<file path="config.mk">
export PLATFORM = sky130hd
export DESIGN_NAME = ctrb_trim_bank
export DESIGN_NICKNAME = d
export VERILOG_FILES = /design/src/logic/ctrb_pkg.sv /design/src/logic/ctrb_fuse_rom.sv /design/src/logic/ctrb_trim_bank.sv
export VERILOG_INCLUDE_DIRS = /design/src /design/src/logic
export SDC_FILE = /design/constraint.sdc
export NUM_CORES = 1
export LEC_CHECK = 0
export BUFFER_PORTS_ARGS = -buffer_cell sky130_fd_sc_hd__buf_2
export CAP_MARGIN = 20
export CORE_MARGIN = 8
export CORE_UTILIZATION = 61
export DETAILED_ROUTE_END_ITERATION = 12
export GPL_TIMING_DRIVEN = 0
export PLACE_DENSITY = 0.85
export SETUP_SLACK_MARGIN = 0.05
export SYNTH_ARGS = -nofsm -noshare
export SYNTH_HDL_FRONTEND = slang
export SYNTH_SLANG_ARGS = --single-unit
export TNS_END_PERCENT = 1
</file>
<file path="constraint.sdc">
create_clock -name core_clk -period 11.6 [get_ports core_clk]
set_input_delay 1.16 -clock core_clk [delete_from_list [all_inputs] [get_ports core_clk]]
set_output_delay 1.16 -clock core_clk [all_outputs]
set_load 0.05 [all_outputs]
</file>
<file path="src/logic/ctrb_params.svh">
// ctrb_params.svh: register indices, field positions and reset values of the trim bank
// assumes: included by bare name by the package users and the design modules
`ifndef CTRB_PARAMS_SVH
`define CTRB_PARAMS_SVH

// register indices; byte address on the bus is four times the index
`define CTRB_IDX_CORE4_OFFSET 12'h33C
`define CTRB_IDX_CORE5_OFFSET 12'h33E
`define CTRB_IDX_CORE0_GAIN 12'h360
`define CTRB_IDX_CORE1_GAIN 12'h361
`define CTRB_IDX_CORE2_PAIR_A_GAIN 12'h362
`define CTRB_IDX_CORE2_PAIR_B_GAIN 12'h363
`define CTRB_IDX_CORE3_PAIR_C_GAIN 12'h364
`define CTRB_IDX_CORE3_PAIR_D_GAIN 12'h365
`define CTRB_IDX_CORE4_GAIN 12'h366

// storage slots, also the fuse word order
`define CTRB_SLOT_CORE4_OFFSET 4'h0
`define CTRB_SLOT_CORE5_OFFSET 4'h1
`define CTRB_SLOT_CORE0_GAIN 4'h2
`define CTRB_SLOT_CORE1_GAIN 4'h3
`define CTRB_SLOT_CORE2_A_GAIN 4'h4
`define CTRB_SLOT_CORE2_B_GAIN 4'h5
`define CTRB_SLOT_CORE3_C_GAIN 4'h6
`define CTRB_SLOT_CORE3_D_GAIN 4'h7
`define CTRB_SLOT_CORE4_GAIN 4'h8
`define CTRB_SLOT_LAST 4'h8

// field layout
`define CTRB_OFFSET_MSB 11
`define CTRB_OFFSET_REG_MSB 15
`define CTRB_GAIN_MSB 4
`define CTRB_GAIN_REG_MSB 7

// nominal register reset value, replaced by fuse data after the load
`define CTRB_REG_RESET 16'h0000
`define CTRB_RDATA_ZERO 32'h0000_0000
`define CTRB_LOAD_MAX_CYCLES 20

`endif

</file>
<file path="src/logic/ctrb_pkg.sv">
// ctrb_pkg: types shared by the trim bank modules
// assumes: no other package
package ctrb_pkg;

  typedef enum logic [1:0]
  {
    CTRB_ST_FETCH = 2'b00,
    CTRB_ST_STORE = 2'b01,
    CTRB_ST_RUN = 2'b10
  } ctrb_load_state_t;

  typedef logic [3:0] ctrb_slot_t;
  typedef logic [15:0] ctrb_word_t;

endpackage : ctrb_pkg

</file>
<file path="src/logic/ctrb_fuse_rom.sv">
// ctrb_fuse_rom: calibration fuse image, one 16-bit word per trim register
// assumes: image is fixed at build time; read data registered, one cycle latency
`timescale 1ns/1ns
`include "ctrb_params.svh"

module ctrb_fuse_rom #(
  parameter int WORDS = 9,
  parameter int AW = 4,
  parameter int DW = 16,
  parameter logic [WORDS*DW-1:0] IMAGE = '0
) (
  input wire logic core_clk,
  input wire logic reset,
  input wire logic [AW-1:0] rd_addr,
  output logic [DW-1:0] rd_data
);

  always_ff @(posedge core_clk or posedge reset)
  begin
    if (reset)
    begin
      rd_data <= '0;
    end
    else if (int'(rd_addr) < WORDS)
    begin
      rd_data <= IMAGE[int'(rd_addr)*DW +: DW];
    end
    else
    begin
      rd_data <= '0;
    end
  end

endmodule : ctrb_fuse_rom

</file>
<file path="src/logic/ctrb_trim_bank.sv">
// ctrb_trim_bank: per-core offset and fine gain trims behind an apb slave
// assumes: apb master in the core_clk domain; pair selects are synchronous levels
`timescale 1ns/1ns
`include "ctrb_params.svh"

module ctrb_trim_bank #(
  parameter int ADDR_W = 12,
  parameter int SLOTS = 9,
  parameter logic [SLOTS*16-1:0] FUSE_IMAGE = '0
) (
  input wire logic core_clk,
  input wire logic reset,
  input wire logic psel,
  input wire logic penable,
  input wire logic pwrite,
  input wire logic [ADDR_W-1:0] paddr,
  input wire logic [31:0] pwdata,
  output logic [31:0] prdata,
  output logic pready,
  output logic pslverr,
  input wire logic core2_input_pair_b,
  input wire logic core3_input_pair_d,
  output logic trim_loaded,
  output logic [`CTRB_OFFSET_MSB:0] core4_offset_adj,
  output logic [`CTRB_OFFSET_MSB:0] core5_offset_adj,
  output logic [`CTRB_GAIN_MSB:0] core0_gain_adj,
  output logic [`CTRB_GAIN_MSB:0] core1_gain_adj,
  output logic [`CTRB_GAIN_MSB:0] core2_gain_adj,
  output logic [`CTRB_GAIN_MSB:0] core3_gain_adj,
  output logic [`CTRB_GAIN_MSB:0] core4_gain_adj
);

  ctrb_pkg::ctrb_word_t trim [SLOTS];
  ctrb_pkg::ctrb_load_state_t load_state;
  ctrb_pkg::ctrb_slot_t load_slot;
  ctrb_pkg::ctrb_word_t fuse_word;
  logic access_cycle;
  logic wr_commit;
  logic [4:0] cur_decode;

  // returns {hit, slot}; unaligned or unmapped addresses give hit low
  function automatic logic [4:0] decode_slot(input logic [ADDR_W-1:0] addr);
    logic [9:0] idx;
    logic [4:0] res;
    idx = addr[11:2];
    res = {1'b0, `CTRB_SLOT_CORE4_OFFSET};
    if (addr[1:0] != 2'h0)
    begin
      res = {1'b0, `CTRB_SLOT_CORE4_OFFSET};
    end
    else if (idx == `CTRB_IDX_CORE4_OFFSET)
    begin
      res = {1'b1, `CTRB_SLOT_CORE4_OFFSET};
    end
    else if (idx == `CTRB_IDX_CORE5_OFFSET)
    begin
      res = {1'b1, `CTRB_SLOT_CORE5_OFFSET};
    end
    else if (idx == `CTRB_IDX_CORE0_GAIN)
    begin
      res = {1'b1, `CTRB_SLOT_CORE0_GAIN};
    end
    else if (idx == `CTRB_IDX_CORE1_GAIN)
    begin
      res = {1'b1, `CTRB_SLOT_CORE1_GAIN};
    end
    else if (idx == `CTRB_IDX_CORE2_PAIR_A_GAIN)
    begin
      res = {1'b1, `CTRB_SLOT_CORE2_A_GAIN};
    end
    else if (idx == `CTRB_IDX_CORE2_PAIR_B_GAIN)
    begin
      res = {1'b1, `CTRB_SLOT_CORE2_B_GAIN};
    end
    else if (idx == `CTRB_IDX_CORE3_PAIR_C_GAIN)
    begin
      res = {1'b1, `CTRB_SLOT_CORE3_C_GAIN};
    end
    else if (idx == `CTRB_IDX_CORE3_PAIR_D_GAIN)
    begin
      res = {1'b1, `CTRB_SLOT_CORE3_D_GAIN};
    end
    else if (idx == `CTRB_IDX_CORE4_GAIN)
    begin
      res = {1'b1, `CTRB_SLOT_CORE4_GAIN};
    end
    return res;
  endfunction : decode_slot

  // gain registers are one byte wide, offset registers two
  function automatic ctrb_pkg::ctrb_word_t reg_width_mask(input ctrb_pkg::ctrb_slot_t slot);
    ctrb_pkg::ctrb_word_t m;
    m = 16'hFFFF;
    if (slot >= `CTRB_SLOT_CORE0_GAIN)
    begin
      m = 16'h00FF;
    end
    return m;
  endfunction : reg_width_mask

  ctrb_fuse_rom #(
    .WORDS(SLOTS),
    .AW(4),
    .DW(16),
    .IMAGE(FUSE_IMAGE)
  ) u_fuse (
    .core_clk(core_clk),
    .reset(reset),
    .rd_addr(load_slot),
    .rd_data(fuse_word)
  );

  assign cur_decode = decode_slot(paddr);
  // answer is held off until the fuse defaults are in place
  assign access_cycle = psel & penable & ~pready & trim_loaded;
  assign wr_commit = psel & penable & pready & pwrite & cur_decode[4];

  // fuse load sequencer: two cycles per word, then run
  always_ff @(posedge core_clk or posedge reset)
  begin
    if (reset)
    begin
      load_state <= ctrb_pkg::CTRB_ST_FETCH;
      load_slot <= `CTRB_SLOT_CORE4_OFFSET;
      trim_loaded <= 1'b0;
    end
    else
    begin
      case (load_state)
        ctrb_pkg::CTRB_ST_FETCH:
        begin
          load_state <= ctrb_pkg::CTRB_ST_STORE;
        end
        ctrb_pkg::CTRB_ST_STORE:
        begin
          if (load_slot == `CTRB_SLOT_LAST)
          begin
            load_state <= ctrb_pkg::CTRB_ST_RUN;
            trim_loaded <= 1'b1;
          end
          else
          begin
            load_slot <= load_slot + 4'h1;
            load_state <= ctrb_pkg::CTRB_ST_FETCH;
          end
        end
        default:
        begin
          load_state <= ctrb_pkg::CTRB_ST_RUN;
        end
      endcase
    end
  end

  // trim storage: nominal zero at reset, fuse word during load, bus writes after
  always_ff @(posedge core_clk or posedge reset)
  begin
    if (reset)
    begin
      for (int i = 0; i < SLOTS; i++)
      begin
        trim[i] <= `CTRB_REG_RESET;
      end
    end
    else if (load_state == ctrb_pkg::CTRB_ST_STORE)
    begin
      trim[load_slot] <= fuse_word & reg_width_mask(load_slot);
    end
    else if (wr_commit)
    begin
      // reserved bits are kept as written; software keeps them zero
      trim[cur_decode[3:0]] <= pwdata[15:0] & reg_width_mask(cur_decode[3:0]);
    end
  end

  // apb answer: one wait state, then pready with data and error together
  always_ff @(posedge core_clk or posedge reset)
  begin
    if (reset)
    begin
      pready <= 1'b0;
      pslverr <= 1'b0;
      prdata <= `CTRB_RDATA_ZERO;
    end
    else
    begin
      pready <= access_cycle;
      pslverr <= access_cycle & ~cur_decode[4];
      if (access_cycle & ~pwrite & cur_decode[4])
      begin
        prdata <= {16'h0000, trim[cur_decode[3:0]]};
      end
      else
      begin
        prdata <= `CTRB_RDATA_ZERO;
      end
    end
  end

  // offset fields to the datapath
  always_ff @(posedge core_clk or posedge reset)
  begin
    if (reset)
    begin
      core4_offset_adj <= '0;
      core5_offset_adj <= '0;
    end
    else
    begin
      core4_offset_adj <= trim[`CTRB_SLOT_CORE4_OFFSET][`CTRB_OFFSET_MSB:0];
      core5_offset_adj <= trim[`CTRB_SLOT_CORE5_OFFSET][`CTRB_OFFSET_MSB:0];
    end
  end

  // gain fields; split cores follow their input pair select cycle by cycle
  always_ff @(posedge core_clk or posedge reset)
  begin
    if (reset)
    begin
      core0_gain_adj <= '0;
      core1_gain_adj <= '0;
      core2_gain_adj <= '0;
      core3_gain_adj <= '0;
      core4_gain_adj <= '0;
    end
    else
    begin
      core0_gain_adj <= trim[`CTRB_SLOT_CORE0_GAIN][`CTRB_GAIN_MSB:0];
      core1_gain_adj <= trim[`CTRB_SLOT_CORE1_GAIN][`CTRB_GAIN_MSB:0];
      core4_gain_adj <= trim[`CTRB_SLOT_CORE4_GAIN][`CTRB_GAIN_MSB:0];
      if (core2_input_pair_b)
      begin
        core2_gain_adj <= trim[`CTRB_SLOT_CORE2_B_GAIN][`CTRB_GAIN_MSB:0];
      end
      else
      begin
        core2_gain_adj <= trim[`CTRB_SLOT_CORE2_A_GAIN][`CTRB_GAIN_MSB:0];
      end
      if (core3_input_pair_d)
      begin
        core3_gain_adj <= trim[`CTRB_SLOT_CORE3_D_GAIN][`CTRB_GAIN_MSB:0];
      end
      else
      begin
        core3_gain_adj <= trim[`CTRB_SLOT_CORE3_C_GAIN][`CTRB_GAIN_MSB:0];
      end
    end
  end

  // bound leaves two cycles of slack: the load itself needs two cycles per slot
  localparam int LOAD_MAX = `CTRB_LOAD_MAX_CYCLES;

  logic [ADDR_W-1:0] addr_core4_ofs;
  logic [ADDR_W-1:0] addr_core5_ofs;
  logic [ADDR_W-1:0] addr_core0_gain;
  logic [ADDR_W-1:0] addr_core4_gain;
  assign addr_core4_ofs = {10'(`CTRB_IDX_CORE4_OFFSET), 2'h0};
  assign addr_core5_ofs = {10'(`CTRB_IDX_CORE5_OFFSET), 2'h0};
  assign addr_core0_gain = {10'(`CTRB_IDX_CORE0_GAIN), 2'h0};
  assign addr_core4_gain = {10'(`CTRB_IDX_CORE4_GAIN), 2'h0};
endmodule : ctrb_trim_bank

</file>
==> results of run 1 <==
final cells by class:
cell class                      count  share of cell area (%)
Timing Repair Buffer              104                    5.21
Sequential cell                   218                    52.3
Clock inverter                     12                    1.37
Inverter                            4                   0.216
Buffer                             66                    3.29
Tap cell                          184                    2.21
Clock buffer                       28                    5.78
Multi-Input combinational cell    527                    29.6
through the flow:
| step | cell area (um2) | utilization, % | hold slack, ns |
|---|---|---|---|
| after floorplan | 8910 | - | 0.369 |
| after global placement | 9650 | 67.1 | 0.392 |
| after detailed placement | 9690 | 67.4 | 0.394 |
| after CTS | 10400 | 72.6 | 0.409 |
| after global routing | 10400 | 72.6 | 0.422 |
| final | 10400 | 72.6 | 0.413 |
per-layer routing:
metal	wire length [um]	global-route usage (%)	up-vias	share of wire (%)
met3	2560	6.25	93	10
met1	9570	35.1	3615	38
li1	-	-	3179	-
met5	0	0	-	0
met2	11500	41.1	521	46
met4	1320	13.2	0	5.3
cells by family (layout without fill, tap and decap cells):
kind of cell               Yosys count  count (layout)  share of synthesized area, %
other                                1              16                        0.0424
adders and majority gates            4               4                         0.566
AOI/OAI and AO/OA                  191             191                          13.8
and+or+nand+nor                    302             302                          18.2
xor gates and xnor gates             2               2                         0.198
DFF                                218             218                          61.6
buffers and inverters               70             214                          4.04
muxes                               12              12                          1.51
flip-flops by register name, summed over array words and instances (netlist names):
signal	flops
core3_gain_adj	5
core5_offset_adj	12
core4_offset_adj	12
pready	1
load_state	2
load_slot	4
prdata	16
core4_gain_adj	5
core2_gain_adj	5
pslverr	1
trim_loaded	1
trim	144
core0_gain_adj	5
core1_gain_adj	5
synth_stat cells, drive strengths merged, types with 6 or more instances:
cell type	instances
o21a	6
a211oi	8
nor2	21
and3	56
o31ai	8
o22ai	28
o21ai	95
a2111oi	7
nor3	10
nand2b	7
nand4	6
and2	12
clkbuf	31
o221ai	16
dfrtp	218
buf	35
mux2	11
nand2	79
o22a	10
nand3	85
placed cells by master, fill, tap and decap left out, drive strengths merged, types with 12 or more instances in the layout:
| master | synthesis | layout |
|---|---|---|
| and3 | 56 | 56 |
| o21ai | 95 | 95 |
| clkbuf | 31 | 59 |
| o221ai | 16 | 16 |
| conb | 1 | 16 |
| o22ai | 28 | 28 |
| buf | 35 | 139 |
| nor2 | 21 | 21 |
| nand3 | 85 | 85 |
| dfrtp | 218 | 218 |
| nand2 | 79 | 79 |
| and2 | 12 | 12 |
path summary, 6_finish.rpt:
path                          startpoint                  end  slack, ns
setup reg to reg           load_state[1]            trim[129]       8.66
hold / removal                 trim[134]  core4_offset_adj[6]       0.41
setup / recovery                paddr[6]           prdata[12]       8.33
max in group asynchronous          reset           prdata[14]       9.87
min in group asynchronous          reset    core2_gain_adj[4]       0.68
hold reg to reg                trim[134]  core4_offset_adj[6]       0.41
worst max-delay path, delay by kind of cell:
kind,cells,cell delay [ns]
AO/OA/AOI/OAI,2,0.35
buffers and inverters,3,0.62
AND/OR/NAND/NOR,3,1.49
report_power, final:
part / internal [uW] / switching [uW] / leakage (uW)
Sequential: 761 / 0.292 / 0.00303
Combinational: 15.0 / 47.3 / 0.00185
Clock: 418 / 307 / 0.000353
==> impl_results.md, run 1 <==
- EDFF count, synth: 0
- Critical path data arrival time: roughly 3.6 ns
- Global-route wire length before repair: just under 40 mm
- WP data required: 11.95 ns
- IR Drop Worst-Case VDD: 0.103 mV
- Via count normalized by instance count: ~6.5
- Count of cells along the worst hold path: 0
- Number of fill cells in the layout: around 1000
- Number of buffers created by CTS: 22
- Area of the die: between 15000 and 20000 um2
- Pre-CTS setup slack: 7.98 ns
- Average wire per standard cell: 21.8 um
- Number of resized instances in the post-cts repair step: 0
- Final cycle utilization of the critical path: about 28%
- Post-DP HPWL: 16.9 mm
- Hold violation total from the final report: 0
- Category of the critical setup timing path: primary input to register
- Largest net degree at the start of global routing: 139
- Vias in the first global route: 7185
- Count of hold buffers inserted by post-cts repair: 0
- Syn_area_per_cell: 11.1 um2
- Crit-path most repeated cell: buf_2
- Clk slew on worst S/H paths: 0.06 ns
- Ys Warns: 0
- Cell leakage power: between 0.005 and 0.006 uW
- Area used by multi-input combinational logic: 3090 um2
- Highest cell delay on the worst timing path: roughly 0.58 ns
- Die X-Extent: 136 um
- Cell area power density: ~150 nW/um2
- Residual antenna-violating net count after detailed routing: 0
- Area taken by flip-flops and latches: 5460 um2
- Clock insertion delay at the later pin of the skew report: approximately 0.52 ns
- H-tree levels: 1
- Clock tree root driver cell: clkbuf_16
- Total Routed Length: 24.9 mm
- Signed area change from the synthesized netlist to the final layout: 17.9%
- Summed negative setup slack over all endpoints: 0 ns
- Area share of the largest cell type after synthesis: 61.6%
- Final Instance Count excl. Fillers: between 1000 and 1500
- Overflow left after global routing: 0
- Proportion of layout cells with a drive suffix above 1: 20.6%
- Core region area: approximately 14000 um2
- Netlist area before placement: 8850 um2
- Synth Register Bits: 218
- Cell types occupying the most area after synthesis: dfrtp_1, o21ai_0, nand3_1, and3_1, nand2_1
- Critical path launch point type: primary input
- # diodes: 0
- Die height: roughly 140 um
- Post-layout power: between 1500 and 2000 uW
- Number of port buffers: a little over 100
- Final GP Congestion: 0.935
- CP cell instances: buf_2, nor3b_4, nand4_1, or2_2, clkbuf_1, buf_2, o221ai_1, a211oi_1
- Slowest cell on crit path: nand4_1
- Highest Clock Rate: slightly above 0.3 GHz
- Nature of the critical path endpoint: register
- Initial antenna violation count: 0
- Number of iterations in the first detailed-routing pass: 7
- Bufs on Longest Clock Path: 3
- Detailed-route via count: 7408
- Library cells used by synthesis: 56
- Async set-reset flop share out of synthesis: 100%
- Clock Skew: around 0.029 ns
- Critical-path maximum fanout: 10
- Fin crit period: 3.27 ns
- Post-synthesis cell count: 800
- Cell count after placement: 1103
- Setup repair after global routing missed its margin: no
- Setup-failing EPs final: 0
- Site Rows: 44
- Net count, final: 998
- Slew Limit Headroom: 38.7%
- Part of the Yosys area used for sequential elements: 61.6%
- Transition at the pin with the smallest max-transition slack: slightly above 0.9 ns
- Worst Reg2Reg Path Length in Cells: 8
- Result of the run: complete, no violations
- Library cell with the largest summed area after synthesis: dfrtp_1
- Worst path setup slack after routing: 8.33 ns
- Residual DRC: 0
- Post-CTS setup buffer count: 0
- Starting Density: 61.6%
- Total global routing track utilization: 26.7%
- Max-cap viol count: 0
- Class of the tightest hold or removal check: register to register
- Slew Viols, Final: 0
- Detailed router's first-iteration violation count: 836
- Clock tree from TritonCTS: done
- Commonest register cell after synthesis: dfrtp_1
- Clock Sink Count: 218
- Io pins: 135
(Power assumes the default switching activity.)
==> run 2, diff against run 1 <==
--- a/config.mk
+++ b/config.mk
@@ -9,10 +9,10 @@
 export BUFFER_PORTS_ARGS = -buffer_cell sky130_fd_sc_hd__buf_2
 export CAP_MARGIN = 20
 export CORE_MARGIN = 8
-export CORE_UTILIZATION = 61
+export CORE_UTILIZATION = 57
 export DETAILED_ROUTE_END_ITERATION = 12
 export GPL_TIMING_DRIVEN = 0
-export PLACE_DENSITY = 0.85
+export PLACE_DENSITY = 0.8
 export SETUP_SLACK_MARGIN = 0.05
 export SYNTH_ARGS = -nofsm -noshare
 export SYNTH_HDL_FRONTEND = slang
==> constraint.sdc (replaced) <==
create_clock -name core_clk -period 3.04 [get_ports core_clk]
set_input_delay 0.304 -clock core_clk [delete_from_list [all_inputs] [get_ports core_clk]]
set_output_delay 0.304 -clock core_clk [all_outputs]
set_load 0.05 [all_outputs]
==> impl_results.md, run 2 (synthesized netlist as in run 1, its figures left out) <==
- Overflow left after global routing: 0 (unchanged)
- Max-cap viol count: 0 (unchanged)
- Final Instance Count excl. Fillers: 1149 (was 1143)
- Highest-count cells in the layout ignoring fill and taps: dfrtp_1, buf_2, o21ai_0, nand3_1, nand2_1 (unchanged)
- Largest register FFs: 144 (unchanged)
- Io pins: 135 (unchanged)
- Hold violation total from the final report: 0 (unchanged)
- Cell area power density: 556 nW/um2 (was 148 nW/um2)
- Fin crit period: 2.83 ns
- Slew Limit Headroom: 35.6% (was 38.7%)
- Number of buffers created by CTS: 21 (was 22)
- Clk slew on worst S/H paths: 0.07 ns (was 0.06 ns)
- Via count normalized by instance count: 6.32 (was 6.48)
- Residual DRC: 0 (unchanged)
- Highest Clock Rate: 0.353 GHz
- Leading cell type in the layout, fill and taps excluded: dfrtp_1 (unchanged)
- Total global routing track utilization: 25.7% (was 26.7%)
- Setup-failing EPs final: 0 (unchanged)
- Site Rows: 45 (was 44)
- Uppermost layer routed: met4 (unchanged)
- Post-CTS setup buffer count: 0 (unchanged)
- Signed area change from the synthesized netlist to the final layout: 18.4% (was 17.9%)
- # diodes: 0 (unchanged)
- Cell leakage power: 0.00527 uW (was 0.00523 uW)
- Die X-Extent: 141 um (was 136 um)
- Global-route wire length before repair: 40.3 mm (was 38.6 mm)
- Number of fill cells in the layout: 1173 (was 976)
- Slew Viols, Final: 0 (unchanged)
- Category of the critical setup timing path: register to register (was primary input to register)
- Area of the die: 19800 um2 (was 18600 um2)
- Clock tree from TritonCTS: done (unchanged)
- Critical path launch point type: register (was primary input)
- Detailed-route via count: 7266 (was 7408)
- Clock insertion delay at the later pin of the skew report: 0.51 ns (was 0.52 ns)
- Residual antenna-violating net count after detailed routing: 0 (unchanged)
- Cell count after placement: 1111 (was 1103)
- Proportion of layout cells with a drive suffix above 1: 21.0% (was 20.6%)
- Setup repair after global routing missed its margin: no (unchanged)
- Critical-path maximum fanout: 9 (was 10)
- Worst-case hold slack: 0.00570 ns (was 0.413 ns)
- Register with the most flip-flops: trim (unchanged)
- Result of the run: complete, no violations (unchanged)
- WP data required: 3.48 ns (was 11.95 ns)
- Largest net degree at the start of global routing: 46 (was 139)
- Area taken by flip-flops and latches: 5460 um2 (unchanged)
- Metal2 WL: 11.2 mm (was 11.5 mm)
- Bufs on Longest Clock Path: 3 (unchanged)
- Core region area: 15200 um2 (was 14400 um2)
- Transition at the pin with the smallest max-transition slack: 0.963 ns (was 0.917 ns)
- Nature of the critical path endpoint: register (unchanged)
- Post-DP HPWL: 17.6 mm (was 16.9 mm)
- Total Routed Length: 25.1 mm (was 24.9 mm)
- Met3 routed wirelength: 2.34 mm (was 2.56 mm)
- Number of port buffers: 102 (unchanged)
- Critical path data arrival time: 3.28 ns (was 3.62 ns)
- Clock Sink Count: 218 (unchanged)
- Clock Skew: 0.0197 ns (was 0.0287 ns)
- Vias in the first global route: 7413 (was 7185)
- Initial antenna violation count: 0 (unchanged)
- Final GP Congestion: 0.929 (was 0.935)
- Detailed router's first-iteration violation count: 872 (was 836)
- Number of iterations in the first detailed-routing pass: 7 (unchanged)
- Class of the tightest hold or removal check: primary input to register (was register to register)
- Average wire per standard cell: 21.8 um (about the same)
- H-tree levels: 1 (unchanged)
- IR Drop Worst-Case VDD: 0.381 mV (was 0.103 mV)
- Largest registers in the final layout: trim (144), prdata (16) (unchanged)
- Net count, final: 1002 (was 998)
- Detailed-route wire length on metal 1: 10.0 mm (was 9.57 mm)
- Summed negative setup slack over all endpoints: 0 ns (unchanged)
- Die height: 141 um (was 136 um)
- Clock tree root driver cell: clkbuf_16 (unchanged)
- Final cycle utilization of the critical path: 93.2%
- Starting Density: 58.2% (was 61.6%)
- Area used by multi-input combinational logic: 3100 um2 (was 3090 um2)
==> run 2: stage by stage <==
stage / worst slack, ns / util, % / total power [uW] / instance area, um2
final: 0.208 / 68.9 / 5820 / 10500
after global routing: 0.122 / 68.9 / 5980 / 10500
after CTS: 0.191 / 68.9 / 5830 / 10500
after detailed placement: 0.282 / 64.2 / 3210 / 9760
after global placement: -1.21 / 63.5 / 3190 / 9660
after floorplan: -0.104 / - / 3120 / 8910
==> run 2: cell type report <==
| cell class | instances | share of cell area (%) |
|---|---|---|
| clock buffers | 27 | 5.71 |
| plain buffers | 66 | 3.27 |
| multi-input cells | 527 | 29.5 |
| clock inverters | 10 | 1.03 |
| well taps | 188 | 2.24 |
| inverters | 4 | 0.179 |
| repair buffers | 109 | 5.97 |
| flip-flops and latches | 218 | 52.1 |
==> run 2: what timing repair did <==
item / CTS / global route
hold buffers: 1 / 0
hold endpoints to repair: 37 / 0
gates resized for setup: 0 / 1
endpoints found under the setup margin: 0 / 22
==> run 2: path summary, 6_finish.rpt <==
check	cells past startpoint	start	end	slack, ns
setup / recovery	7	load_state[1]	trim[136]	0.21
hold / removal	3	pwdata[11]	trim[139]	0.006
setup reg to reg	7	load_state[1]	trim[136]	0.21
hold reg to reg	0	trim[137]	core4_offset_adj[9]	0.41
max in group asynchronous	6	reset	trim[118]	1.35
min in group asynchronous	3	reset	trim[16]	0.51
==> run 2: critical path, cell delays in order (launching register included) <==
cell	delay (ns)
dfrtp_1	0.38
nand2b_1	0.11
clkbuf_1	0.43
nand2_1	0.34
a21oi_2	0.33
nor4b_2	0.83
nand2_1	0.22
nand2_1	0.12
==> run 2: where the power goes <==
part	internal, uW	switching [uW]	total, uW
combinational	67.1	183	250
sequential	2900	0.992	2900
clock	1560	1110	2670
total	4530	1290	5820
==> run 2: routing by layer <==
layer	vias up	global-route usage (%)
li1	3158	-
met3	102	6.01
met1	3558	33.2
met2	448	39.6
met4	0	14.5
met5	-	0
